[src/inc/msh_pkg.sv]
// shared constants, types and states of the meter serial host port
package msh_pkg;
    // frame identifiers and markers
    localparam logic [7:0] ID_WRITE = 8'hA8;
    localparam logic [7:0] ID_READ = 8'h58;
    localparam logic [7:0] PKT_ADDR = 8'hAA;
    localparam logic [7:0] PKT_HEAD = 8'h55;
    localparam logic [7:0] SOFT_RST_BYTE = 8'hFF;
    localparam logic [2:0] SOFT_RST_LAST = 3'h5;
    // index of the last clock pulse in a spi frame
    localparam logic [5:0] SPI_LAST_BIT = 6'h2F;
    // uart response lengths in bytes, index of the transmit stop bit
    localparam logic [5:0] REG_RESP_LEN = 6'h04;
    localparam logic [5:0] PKT_LEN = 6'h23;
    localparam logic [3:0] TX_STOP_IDX = 4'h9;
    // timing, times in ns
    localparam longint CLK_MHZ = 200;
    localparam longint BIT_NS = 208000;
    localparam longint HALF_BIT_NS = 104000;
    localparam longint STOP_NS = 208000 + 104000;
    localparam longint TIMEOUT_NS = 18500000;
    localparam longint BREAK_NS = 6650000;
    localparam int BIT_CYC = int'(BIT_NS * CLK_MHZ / 1000);
    localparam int HALF_CYC = int'(HALF_BIT_NS * CLK_MHZ / 1000);
    localparam int STOP_CYC = int'(STOP_NS * CLK_MHZ / 1000);
    localparam int TIMEOUT_CYC = int'((TIMEOUT_NS * CLK_MHZ + 999) / 1000);
    localparam int BREAK_CYC = int'((BREAK_NS * CLK_MHZ + 999) / 1000);
    localparam int CNT_W = 23;
    // buffering
    localparam int WR_FIFO_DEPTH = 4;

    typedef enum logic [2:0] {
        FR_ID, FR_ADDR, FR_D0, FR_D1, FR_D2, FR_CSUM, FR_PUSH, FR_RESP
    } msh_frame_e;

    typedef enum logic [1:0] {RX_IDLE, RX_START, RX_DATA, RX_STOP} msh_rx_e;

    typedef struct packed {
        logic [7:0] addr;
        logic [23:0] data;
    } msh_wr_s;

    typedef struct packed {
        logic [23:0] fast_rms;
        logic [23:0] rms;
        logic [23:0] voltage_rms;
        logic [23:0] active_power_value;
        logic [23:0] energy_pulse_count;
        logic [9:0] internal_temperature_value;
        logic [9:0] external_temperature_value;
    } msh_meas_s;
endpackage

[src/verilog/msh_port.sv]
// meter serial host port: spi/uart frame decoder, responder, write fifo
`timescale 1ns/100ps

module msh_fifo #(
    parameter int WIDTH = 32,
    parameter int DEPTH = 4
) (
    // clock and reset
    input wire logic clk_in,
    input wire logic rst_in,
    // fill side
    input wire logic [WIDTH-1:0] in_data_in,
    input wire logic in_valid_in,
    output logic in_ready_out,
    // drain side
    output logic [WIDTH-1:0] out_data_out,
    output logic out_valid_out,
    input wire logic out_ready_in
);
    localparam int AW = $clog2(DEPTH);
    logic [WIDTH-1:0] mem [DEPTH];
    logic [AW-1:0] wr_ptr;
    logic [AW-1:0] rd_ptr;
    logic [AW:0] count;
    logic push;
    logic pop;

    assign in_ready_out = count != (AW+1)'(DEPTH);
    assign out_valid_out = count != '0;
    assign out_data_out = mem[rd_ptr];
    assign push = in_valid_in && in_ready_out;
    assign pop = out_valid_out && out_ready_in;

    always_ff @(posedge clk_in) begin
        if (push) begin
            mem[wr_ptr] <= in_data_in;
        end
    end

    always_ff @(posedge clk_in) begin
        if (rst_in) begin
            wr_ptr <= '0;
            rd_ptr <= '0;
            count <= '0;
        end else begin
            if (push) begin
                wr_ptr <= (wr_ptr == AW'(DEPTH-1)) ? '0 : wr_ptr + 1'b1;
            end
            if (pop) begin
                rd_ptr <= (rd_ptr == AW'(DEPTH-1)) ? '0 : rd_ptr + 1'b1;
            end
            count <= count + (AW+1)'(push) - (AW+1)'(pop);
        end
    end
endmodule

// Function
// spi write bits captured on falling edges
// write frame: 0xA8, address, data, checksum
// read frame: 0x58 then address
// sdo launched on rising, held while high
// readout starts at rising edge after address
// sdo released at last falling edge
// after read, wait for new identifier
// six 0xFF bytes reset spi only
// uart 4800 baud, 8n, 1.5 stop
// start 208us, stop 312us high
// uart transmits only answering host commands
// uart data three bytes, low first
// write checksum inverted sum, checked
// read checksum inverted sum with 0x58
// address 0xAA returns 35-byte packet
// packet checksum covers 0x58, header, data
// uart gap over 18.5ms abandons frame
// bad identifier or checksum frame discarded
// rx low over 6.65ms resets uart
// spi mode 1, sample on falling
// every spi frame is 48 pulses
// spi data msb byte and bit first
// host waits for complete read response
module msh_port
    import msh_pkg::*;
#(
    parameter int BIT_CYC_P = BIT_CYC,
    parameter int HALF_CYC_P = HALF_CYC,
    parameter int STOP_CYC_P = STOP_CYC,
    parameter int TIMEOUT_CYC_P = TIMEOUT_CYC,
    parameter int BREAK_CYC_P = BREAK_CYC
) (
    // clock and reset
    input wire logic sys_clk_in,
    input wire logic rst_in,
    // pins
    input wire logic sel_spi_in,
    input wire logic spi_sclk_in,
    input wire logic serial_rx_in,
    output logic spi_sdo_out,
    output logic spi_sdo_oe_out,
    output logic uart_tx_out,
    // register read side
    output logic rd_req_out,
    output logic [7:0] rd_addr_out,
    input wire logic [23:0] rd_data_in,
    input wire msh_pkg::msh_meas_s meas_in,
    // register write side
    output msh_pkg::msh_wr_s wr_out,
    output logic wr_valid_out,
    input wire logic wr_ready_in
);
    import msh_pkg::*;

    logic sclk_s1, sclk_s2, sclk_s3, rx_s1, rx_s2, sel_s1, sel_s2;
    logic sclk_rise, sclk_fall, spi_mode;
    logic [7:0] spi_sh;
    logic [5:0] frame_bit;
    logic [2:0] ff_cnt;
    logic spi_byte_evt, spi_frame_end, spi_soft;
    logic [7:0] spi_byte;
    logic [31:0] spi_tx;
    logic spi_tx_en;
    msh_rx_e rx_state;
    logic [CNT_W-1:0] rx_cnt, low_cnt, gap_cnt, tx_cnt;
    logic [2:0] rx_bit;
    logic [7:0] rx_sh, uart_byte;
    logic uart_byte_evt, uart_break, uart_timeout, uart_rst;
    logic tx_busy, tx_last, tx_done, tx_go;
    logic [3:0] tx_bit;
    logic [7:0] tx_sh;
    msh_frame_e state;
    logic byte_evt, fr_rst, is_pkt, resp_go, rd_load;
    logic [7:0] byte_val, addr, sum, resp_byte, spi_csum;
    logic [23:0] data, rd_word;
    logic [5:0] resp_idx, resp_len;
    msh_meas_s meas_q;
    logic fifo_in_ready;

    // pins cross into the clock domain
    always_ff @(posedge sys_clk_in) begin
        sclk_s1 <= spi_sclk_in;
        sclk_s2 <= sclk_s1;
        sclk_s3 <= sclk_s2;
        rx_s1 <= serial_rx_in;
        rx_s2 <= rx_s1;
        sel_s1 <= sel_spi_in;
        sel_s2 <= sel_s1;
    end

    // mode 1 edges
    assign sclk_rise = sclk_s2 && !sclk_s3;
    assign sclk_fall = !sclk_s2 && sclk_s3;
    assign spi_mode = sel_s2;

    // msb first
    assign spi_byte = {spi_sh[6:0], rx_s2};
    assign spi_byte_evt = spi_mode && sclk_fall && frame_bit[2:0] == 3'h7;
    // R21 48 pulses
    assign spi_frame_end = spi_mode && sclk_fall && frame_bit == SPI_LAST_BIT;
    // six 0xFF
    assign spi_soft = spi_byte_evt && spi_byte == SOFT_RST_BYTE
        && ff_cnt == SOFT_RST_LAST;

    // capture on falling
    always_ff @(posedge sys_clk_in) begin
        if (rst_in || spi_soft) begin
            spi_sh <= '0;
            frame_bit <= '0;
        end else if (spi_mode && sclk_fall) begin
            spi_sh <= spi_byte;
            frame_bit <= spi_frame_end ? '0 : frame_bit + 1'b1;
        end
    end

    always_ff @(posedge sys_clk_in) begin
        if (rst_in || spi_soft) begin
            ff_cnt <= '0;
        end else if (spi_byte_evt) begin
            ff_cnt <= (spi_byte == SOFT_RST_BYTE) ? ff_cnt + 1'b1 : '0;
        end
    end

    // checksum for spi readout
    assign spi_csum = ~(sum + rd_data_in[23:16] + rd_data_in[15:8]
        + rd_data_in[7:0]);

    // launch on rising
    always_ff @(posedge sys_clk_in) begin
        if (rst_in || spi_soft) begin
            spi_tx <= '0;
            spi_tx_en <= 1'b0;
            spi_sdo_out <= 1'b0;
            spi_sdo_oe_out <= 1'b0;
        end else if (spi_mode) begin
            if (rd_load) begin
                spi_tx <= {rd_data_in, spi_csum};
                spi_tx_en <= 1'b1;
            end else if (spi_frame_end) begin
                // release at last falling
                spi_tx_en <= 1'b0;
                spi_sdo_oe_out <= 1'b0;
            end else if (sclk_rise && spi_tx_en) begin
                // shift out
                spi_sdo_out <= spi_tx[31];
                spi_tx <= {spi_tx[30:0], 1'b0};
                spi_sdo_oe_out <= 1'b1;
            end
        end
    end

    // break detect
    assign uart_break = rx_s2 && low_cnt == CNT_W'(BREAK_CYC_P + 1);
    assign uart_rst = rst_in || uart_break;

    always_ff @(posedge sys_clk_in) begin
        if (rst_in || rx_s2) begin
            low_cnt <= '0;
        end else if (low_cnt != CNT_W'(BREAK_CYC_P + 1)) begin
            low_cnt <= low_cnt + 1'b1;
        end
    end

    // receive 8n with stop check
    always_ff @(posedge sys_clk_in) begin
        uart_byte_evt <= 1'b0;
        if (uart_rst || spi_mode) begin
            rx_state <= RX_IDLE;
            rx_cnt <= '0;
            rx_bit <= '0;
            rx_sh <= '0;
            uart_byte <= '0;
        end else begin
            rx_cnt <= rx_cnt + 1'b1;
            case (rx_state)
                RX_IDLE: begin
                    rx_cnt <= '0;
                    if (!rx_s2) begin
                        rx_state <= RX_START;
                    end
                end
                RX_START: begin
                    if (rx_cnt == CNT_W'(HALF_CYC_P - 1)) begin
                        rx_cnt <= '0;
                        rx_bit <= '0;
                        rx_state <= rx_s2 ? RX_IDLE : RX_DATA;
                    end
                end
                RX_DATA: begin
                    if (rx_cnt == CNT_W'(BIT_CYC_P - 1)) begin
                        rx_cnt <= '0;
                        rx_sh <= {rx_s2, rx_sh[7:1]};
                        rx_bit <= rx_bit + 1'b1;
                        if (rx_bit == 3'h7) begin
                            rx_state <= RX_STOP;
                        end
                    end
                end
                RX_STOP: begin
                    if (rx_cnt == CNT_W'(BIT_CYC_P - 1)) begin
                        uart_byte_evt <= rx_s2;
                        uart_byte <= rx_sh;
                        rx_state <= RX_IDLE;
                    end
                end
                default: begin
                    rx_state <= RX_IDLE;
                end
            endcase
        end
    end

    // inter-byte timeout
    assign uart_timeout = gap_cnt == CNT_W'(TIMEOUT_CYC_P + 1);

    always_ff @(posedge sys_clk_in) begin
        if (rst_in || spi_mode || uart_byte_evt || state == FR_ID
                || state == FR_PUSH || state == FR_RESP || uart_timeout) begin
            gap_cnt <= '0;
        end else begin
            gap_cnt <= gap_cnt + 1'b1;
        end
    end

    // start 208us, stop 312us
    assign tx_last = (tx_bit == TX_STOP_IDX)
        ? tx_cnt == CNT_W'(STOP_CYC_P - 1)
        : tx_cnt == CNT_W'(BIT_CYC_P - 1);
    assign tx_done = tx_busy && tx_last && tx_bit == TX_STOP_IDX;
    assign tx_go = resp_go && !tx_busy;

    always_ff @(posedge sys_clk_in) begin
        if (uart_rst) begin
            tx_busy <= 1'b0;
            tx_bit <= '0;
            tx_cnt <= '0;
            tx_sh <= '0;
            uart_tx_out <= 1'b1;
        end else if (!tx_busy) begin
            if (tx_go) begin
                tx_busy <= 1'b1;
                tx_bit <= '0;
                tx_cnt <= '0;
                tx_sh <= resp_byte;
                uart_tx_out <= 1'b0;
            end
        end else if (tx_last) begin
            tx_cnt <= '0;
            if (tx_bit == TX_STOP_IDX) begin
                tx_busy <= 1'b0;
            end else begin
                tx_bit <= tx_bit + 1'b1;
                uart_tx_out <= (tx_bit == 4'h8) ? 1'b1 : tx_sh[0];
                tx_sh <= {1'b0, tx_sh[7:1]};
            end
        end else begin
            tx_cnt <= tx_cnt + 1'b1;
        end
    end

    // packet layout
    function automatic logic [7:0] pick(input logic [23:0] v,
                                        input logic [5:0] off);
        logic [1:0] k;
        k = off[1:0];
        return v[k*8 +: 8];
    endfunction

    always_comb begin
        resp_byte = 8'h00;
        if (resp_idx == resp_len - 1'b1) begin
            resp_byte = ~sum;
        end else if (!is_pkt) begin
            // low byte first
            resp_byte = pick(rd_word, resp_idx);
        end else begin
            case (resp_idx)
                6'h00: resp_byte = PKT_HEAD;
                6'h01, 6'h02, 6'h03:
                    resp_byte = pick(meas_q.fast_rms, resp_idx - 6'h01);
                6'h04, 6'h05, 6'h06:
                    resp_byte = pick(meas_q.rms, resp_idx - 6'h04);
                6'h0A, 6'h0B, 6'h0C:
                    resp_byte = pick(meas_q.voltage_rms, resp_idx - 6'h0A);
                6'h10, 6'h11, 6'h12:
                    resp_byte = pick(meas_q.active_power_value,
                                     resp_idx - 6'h10);
                6'h16, 6'h17, 6'h18:
                    resp_byte = pick(meas_q.energy_pulse_count,
                                     resp_idx - 6'h16);
                6'h1C: resp_byte = meas_q.internal_temperature_value[7:0];
                6'h1D: resp_byte =
                    {6'h00, meas_q.internal_temperature_value[9:8]};
                6'h1F: resp_byte = meas_q.external_temperature_value[7:0];
                6'h20: resp_byte =
                    {6'h00, meas_q.external_temperature_value[9:8]};
                default: resp_byte = 8'h00;
            endcase
        end
    end

    assign byte_evt = spi_mode ? spi_byte_evt : uart_byte_evt;
    assign byte_val = spi_mode ? spi_byte : uart_byte;
    assign fr_rst = rst_in
        || (spi_mode ? spi_soft : uart_break || uart_timeout);

    always_ff @(posedge sys_clk_in) begin
        if (rst_in) begin
            rd_load <= 1'b0;
            rd_word <= '0;
            meas_q <= '0;
        end else begin
            rd_load <= rd_req_out;
            if (rd_load) begin
                rd_word <= rd_data_in;
                meas_q <= meas_in;
            end
        end
    end

    // frame decoder and responder
    always_ff @(posedge sys_clk_in) begin
        rd_req_out <= 1'b0;
        if (fr_rst) begin
            state <= FR_ID;
            is_pkt <= 1'b0;
            addr <= '0;
            data <= '0;
            sum <= '0;
            resp_idx <= '0;
            resp_len <= REG_RESP_LEN;
            resp_go <= 1'b0;
        end else begin
            case (state)
                FR_ID: begin
                    // identifier
                    if (byte_evt && (byte_val == ID_WRITE
                            || byte_val == ID_READ)) begin
                        sum <= byte_val;
                        state <= FR_ADDR;
                    end
                end
                FR_ADDR: begin
                    if (byte_evt) begin
                        addr <= byte_val;
                        sum <= sum + byte_val;
                        state <= FR_D0;
                        if (sum == ID_READ) begin
                            state <= FR_RESP;
                            rd_req_out <= 1'b1;
                            resp_idx <= '0;
                            is_pkt <= !spi_mode && byte_val == PKT_ADDR;
                            resp_len <= (!spi_mode && byte_val == PKT_ADDR)
                                ? PKT_LEN : REG_RESP_LEN;
                            // packet sum omits address
                            if (!spi_mode && byte_val == PKT_ADDR) begin
                                sum <= ID_READ;
                            end
                        end
                    end
                end
                FR_D0, FR_D1, FR_D2: begin
                    if (byte_evt) begin
                        // spi high byte first, uart low first
                        data <= spi_mode ? {data[15:0], byte_val}
                                         : {byte_val, data[23:8]};
                        sum <= sum + byte_val;
                        state <= (state == FR_D0) ? FR_D1
                               : (state == FR_D1) ? FR_D2 : FR_CSUM;
                    end
                end
                FR_CSUM: begin
                    // checksum gate
                    if (byte_evt) begin
                        state <= (byte_val == ~sum) ? FR_PUSH : FR_ID;
                    end
                end
                FR_PUSH: begin
                    if (fifo_in_ready) begin
                        state <= FR_ID;
                    end
                end
                FR_RESP: begin
                    // back to identifier wait
                    if (spi_mode) begin
                        if (spi_frame_end) begin
                            state <= FR_ID;
                        end
                    end else begin
                        // answers only here
                        if (rd_load) begin
                            resp_go <= 1'b1;
                        end
                        if (tx_go) begin
                            resp_go <= 1'b0;
                            sum <= sum + resp_byte;
                        end
                        if (tx_done) begin
                            if (resp_idx == resp_len - 1'b1) begin
                                state <= FR_ID;
                            end else begin
                                resp_idx <= resp_idx + 1'b1;
                                resp_go <= 1'b1;
                            end
                        end
                    end
                end
                default: begin
                    state <= FR_ID;
                end
            endcase
            // spi frame boundary
            if (spi_frame_end && state != FR_CSUM && state != FR_PUSH) begin
                state <= FR_ID;
            end
        end
    end

    assign rd_addr_out = addr;

    // stalls the decoder in FR_PUSH while full
    msh_fifo #(.WIDTH(32), .DEPTH(WR_FIFO_DEPTH)) u_wr_fifo (
        .clk_in(sys_clk_in),
        .rst_in(rst_in),
        .in_data_in({addr, data}),
        .in_valid_in(state == FR_PUSH),
        .in_ready_out(fifo_in_ready),
        .out_data_out(wr_out),
        .out_valid_out(wr_valid_out),
        .out_ready_in(wr_ready_in)
    );
endmodule
[config.mk]
export PLATFORM = sky130hd
export DESIGN_NAME = msh_port
export DESIGN_NICKNAME = d
export VERILOG_FILES = /design/src/inc/msh_pkg.sv /design/src/verilog/msh_port.sv
export SDC_FILE = /design/constraint.sdc
export NUM_CORES = 1
export LEC_CHECK = 0
export ABC_CLOCK_PERIOD_IN_PS = 5520
export BUFFER_PORTS_ARGS = -buffer_cell sky130_fd_sc_hd__buf_2
export CORE_MARGIN = 3
export CORE_UTILIZATION = 60
export DETAILED_ROUTE_END_ITERATION = 12
export PLACE_DENSITY = 0.86
export SETUP_SLACK_MARGIN = 0.1
export SYNTH_ARGS = -nofsm -noshare
export SYNTH_HDL_FRONTEND = slang
export SYNTH_SLANG_ARGS = --single-unit
[constraint.sdc]
create_clock -name sys_clk_in -period 5.52 [get_ports sys_clk_in]
set_clock_uncertainty 0.2 [all_clocks]
set_input_delay 0.276 -clock sys_clk_in [delete_from_list [all_inputs] [get_ports sys_clk_in]]
set_output_delay 0.276 -clock sys_clk_in [all_outputs]
set_load 0.05 [all_outputs]
-- Word level (Yosys, flattened, before mapping)
Memories as Yosys holds them, arrays and structs flattened. A register that Yosys moved wholly into a read port is not among the register bits.
Index checks and enable logic that the tools add are counted.
- register bits: 416
- bits in writable memories: 128
- output and inout bits: 45
- memories: 1
- memory list (memory ; depth ; bits a word ; read ports ; clocked after memory_dff ; wr ports ; RTL line ; source):
    u_wr_fifo.mem ; 4 ; 32 ; 1 ; 1 ; 1 ; msh_port.sv:21 ; logic [WIDTH-1:0] mem [DEPTH];
- add/sub/neg operators: 24
- eq/ne operators: 75
- shift operators: 6
- muxes and demuxes: 90
- bitwise gates (word level): 9
- reductions and logical operators: 71
- operator list (cell ; count):
    $shiftx 24x6->8 ; 6
    $mux 23 ; 5
    $mux 8 ; 14
    $mux 32 ; 3
    $add 23x1->23 const B ; 4
    $pmux 8 s10 ; 1
    $eq 23x16->1 const B ; 3
    $pmux 23 s3 ; 1
    $eq 6x5->1 const B ; 9
    $mux 3 ; 15
    $mux 6 ; 7
    $add 8x8->8 ; 5
    $pmux 8 s4 ; 1
    $ne 2x2->1 const B ; 15
    $eq 8x8->1 const B ; 3
    $mux 1 ; 24
    $mux 24 ; 1
    $reduce_or 3->1 ; 8
    $eq 23x15->1 const B ; 1
    $eq 23x21->1 const B ; 1
    $eq 23x22->1 const B ; 1
    $ne 23x21->1 const B ; 1
    $eq 3x3->1 const B ; 7
    $mux 2 ; 10
    other kinds (48) ; 129

-- Logic depth before layout (Yosys ltp)
- word-level depth: 9
- gate-level depth with buffers: 23
- gate-level depth less buffers: 20

-- Hierarchy
From an unflattened synthesis, not the netlist that was laid out.
- cell total of the unflattened synthesis: 2472
- area total of the unflattened synthesis: 24940.2 um2
- modules (own cells, without submodules) (module ; instances ; cells an instance ; area each (um2)):
    msh_port ; 1 ; 2256 ; 19846.5
    msh_fifo ; 1 ; 216 ; 5093.6

-- Least setup slack after synthesis
Ideal clock, no wire load.
- path kind: reg2reg
- start point: reg resp_idx[0]
- end point: reg sum[6]
- setup time: 0.129 ns
- data arrival time: 4.265 ns
- required time: 5.191 ns
- setup slack: 0.926 ns
- stages on the path, launching flop included: 23
- path buffers: 3
- period minus slack after synthesis: 4.594 ns
- cell sequence: dfxtp_1 buf_2 inv_1 clkbuf_1 buf_2 ha_1 or3_1 nand3_1 o211ai_1 o31a_1 or3_1 and3_1 ha_1 inv_1 fa_1 nor2b_1 o21ai_0 a21boi_0 o21a_1 nor2_1 xnor2_1 a221oi_1 a211oi_1
- longest elaborated chain between the ends: 9
- elaborated cells between the ends (all ways): 44
- ends and longest elaborated chain (item ; RTL line ; source):
    start: declaration ; msh_port.sv:133 ; logic [5:0] resp_idx, resp_len;
    start signal: assignment ; msh_port.sv:459 ; resp_idx <= resp_idx + 1'b1;
    $sub 2x2->2, or another cell as far along ; msh_port.sv:341, msh_port.sv:347 ;
    $shiftx 24x6->8 or $reduce_or 3->1 (tied branches) ; msh_port.sv:323, msh_port.sv:334 ;
    $pmux 8 s10 ; msh_port.sv:334 ; case (resp_idx)
    $mux 8 ; msh_port.sv:330 ; end else if (!is_pkt) begin
    $mux 8 (*) ; msh_port.sv:328 ; if (resp_idx == resp_len - 1'b1) begin
    $add 8x8->8 (*) ; msh_port.sv:453 ; sum <= sum + resp_byte;
    $mux 8 (*) ; msh_port.sv:451 ; if (tx_go) begin
    $mux 8 (*) ; msh_port.sv:442 ; if (spi_mode) begin
    $pmux 8 s4 (*) ; msh_port.sv:391 ; case (state)
    end signal: assignment ; msh_port.sv:396 ; sum <= byte_val;
    end signal: assignment ; msh_port.sv:403 ; sum <= sum + byte_val;
    end signal: assignment ; msh_port.sv:453 ;
    end: declaration ; msh_port.sv:131 ; logic [7:0] byte_val, addr, sum, resp_byte, spi_csum;
Mark *: on every way between the ends. The rest lies on a longest branch, timed or not. The select of a mux whose other input is x is not followed.
A chain may end at the register's enable or synchronous reset.

-- Final worst setup path
- start point: reg resp_idx[0]
- end point: reg sum[7]
Same word-level chain as after synthesis.

==> reports/metrics.cfg <==
[run_status]
status = completed

[clocking]
clock_latency_ns = 0.61
cts-root-buf = clkbuf_16
cts_tree = built
clk_pin_slew_ns = 0.07
cts_setup_buffers = 0
cts_max_level = 2
clock_path_buffers = 3
clock-sinks = 541
numCtsBuffers = 53

[timing]
setup_violations = 0
whs_ns = 0.0549
rsz0062_at_grt = no
slew_headroom_pct = 11.1
finalSetupTns_ns = 0
period_needed_ns = 5.02
slew_viol_final = 0
clock.fmax_mhz = 199
hold_viol_final = 0
worst_pin_slew_ns = 1.33
fin_crit_sh_pct = 90.9

[global_routing]
grt_max_degree = 133
grt_pass1_wl_mm = 113
track_usage_pct = 32.1
grt_overflow = 0
grt_pass1_vias = 20700
grt_antenna_before_repair = 1

[yosys]
synth_top_area_share_pct = 33.6
ys_warn_count = 0
synth_cells = 2381
synth_edf_count = 128
syn_nets = 2617
ys_seq_area_share_pct = 49.3
synth_ff_type = dfxtp_1
syn_avg_cell_area_um2 = 10.3
netlist_area_mm2 = 0.0246
synth.area.top_cells = dfxtp_1 34%, edfxtp_1 16%, mux2i_1 11%, nor2_1 6.5%, mux4_2 3.8%
synth_area_leader_cell = dfxtp_1
ys_seq_elements = 541
ys_types = 91
ys_async_sr_fraction_pct = 0
synth.most_common_cell = nor2_1
synthTopCellsByCount = 428 x nor2_1, 413 x dfxtp_1, 261 x mux2i_1

[power]
p_comb_share_pct = 6.8
finalPower_mw = 8.55
sw_frac_of_total_pct = 22.5
p_leak_nw = 10.1
power.share.clock_pct = 45.3
ir_drop_mv = 0.244
p_int_mw = 6.63
p_per_area_mw_per_mm2 = 290
power.switching_mw = 1.92
p_seq_share_pct = 47.9

[placement]
hpwlAfterDp_mm = 42.2
dpl_cell_area_mm2 = 0.0259
port_buffers = 214
routabilityCongestion = 0.942

[setup_path]
critPathKind = flop to flop
end_kind = flop
worstPathArrival_ns = 5.32
crit_fanout = 18
start_kind = flop
crit_required_ns = 5.82

[floorplanning]
placementRows = 73
initial_core_util_pct = 61.3
dieArea_mm2 = 0.0434
ioPinCount = 215
die_w_um = 208
die_h_um = 208
fp.coreArea_mm2 = 0.0401

[finish]
drive_above_1_share_pct = 15.0
final_area_mm2 = 0.0295
syn_to_final_growth_pct = 20.0
post-route-util_pct = 73.6
nets = 2934

[worst_hold_path]
hp-class = input pin to flop

[detailed_routing]
routed_via_density = 6.23
route.detailed.drc = 0
wl_per_cell_um = 21.9
totalWireLength_mm = 71.6
postRouteAntennaNets = 0
drt-initial-drc-count = 2209
firstDrtPassIters = 8
vias = 20300

[run]
cap_viol_max_count = 0

-- sequential cells by signal (all words and copies together) (netlist names), 23 cells and up, named ones only --
signal and cells:
low_cnt 23, meas_q 140, u_wr_fifo.mem 128, spi_tx 32, rx_cnt 23, data 24
tx_cnt 23, gap_cnt 23, rd_word 24
-- routing by layer --
layer / vias to the layer above / part of all wire, % / track usage [%]
met1: 9674 / 38 / 39.5
met4: 0 / 5.4 / 15.9
li1: 9175 / - / -
met2: 1170 / 48 / 54.1
met5: - / 0 / 0
met3: 328 / 8.3 / 6.57
-- stage by stage --
stage,std cells,setup WS [ns]
floorplan,2381,0.926
global placement,3000,0.618
detailed placement,3000,0.512
CTS,3267,0.471
global route,3268,0.190
finish,3268,0.505
-- worst max-delay path, cell delays in order (launching register included) --
cell       delay [ns]
dfxtp_1          0.34
buf_4            0.28
ha_1             0.47
or2_1            0.27
o2bb2ai_2        0.21
nand2_2          0.31
a221oi_1         0.31
o22ai_1          0.14
a211oi_1         0.40
o221ai_1         0.26
ha_1             0.33
a21o_1           0.18
a21oi_1          0.23
o21ai_0          0.12
a21oi_1          0.24
o21ai_0          0.16
nor4b_2          0.18
a21bo_1          0.21
nand3_2          0.06
-- layout make-up --
class / instances / area, um2
Tap cell: 525 / 657
Antenna cell: 1 / 2.50
Sequential cell: 541 / 12100
Clock inverter: 28 / 378
Clock buffer: 71 / 1500
Inverter: 41 / 154
Timing Repair Buffer: 403 / 2930
Fill cell: 2436 / 10600
Multi-Input combinational cell: 1658 / 11800
-- cell usage in the layout (no fill, tap or decap), drive strengths merged, types with 17 or more instances in the layout --
cell type / synthesis / final
edfxtp: 128 / 128
nor2: 429 / 429
xnor2: 43 / 43
xor2: 53 / 53
and3: 30 / 30
buf: 49 / 235
nor3: 26 / 26
mux2i: 262 / 262
mux4: 42 / 42
a22oi: 21 / 21
ha: 49 / 49
inv: 41 / 43
fa: 17 / 17
clkbuf: 92 / 71
a211oi: 71 / 71
nand3: 72 / 72
a21oi: 97 / 97
and2: 21 / 21
nand2: 103 / 103
dlygate4sd3: 0 / 168
or3: 18 / 18
nand4: 22 / 22
o21ai: 66 / 66
dfxtp: 413 / 413
-- power groups by stage --
| stage | clock [mW] | combinational [mW] | sequential (mW) |
|---|---|---|---|
| after detailed placement | 0 | 0.478 | 4.18 |
| after global routing | 4.05 | 0.634 | 4.10 |
| after global placement | 0 | 0.463 | 4.18 |
| final | 3.87 | 0.584 | 4.10 |
| after floorplan | 0 | 0.343 | 4.16 |
| after CTS | 3.87 | 0.572 | 4.10 |
-- repair_timing --
action	CTS	global route
hold buffers	168	0
hold endpoints to repair	195	0
resized for setup	0	2
setup endpoints to repair	0	3
-- path summary, 6_finish.rpt --
check         startpoint         end  slack (ns)  cells after the start
max          resp_idx[0]      sum[7]        0.50                     18
min               rst_in  rd_word[8]        0.05                      2
max reg2reg  resp_idx[0]      sum[7]        0.50                     18
min reg2reg      sclk_s1     sclk_s2        0.13                      0
-- cell families after synthesis --
| kind of cell | count (synthesis) | share of synthesized area [%] |
|---|---|---|
| flops | 541 | 49.3 |
| simple gates | 823 | 15.7 |
| mux | 318 | 15.2 |
| buf+inv | 182 | 3.02 |
| fa+ha+maj | 67 | 3.92 |
| compound gates | 354 | 9.53 |
| xor+xnor | 96 | 3.42 |
Note: power is estimated with default switching activity, not from simulation.
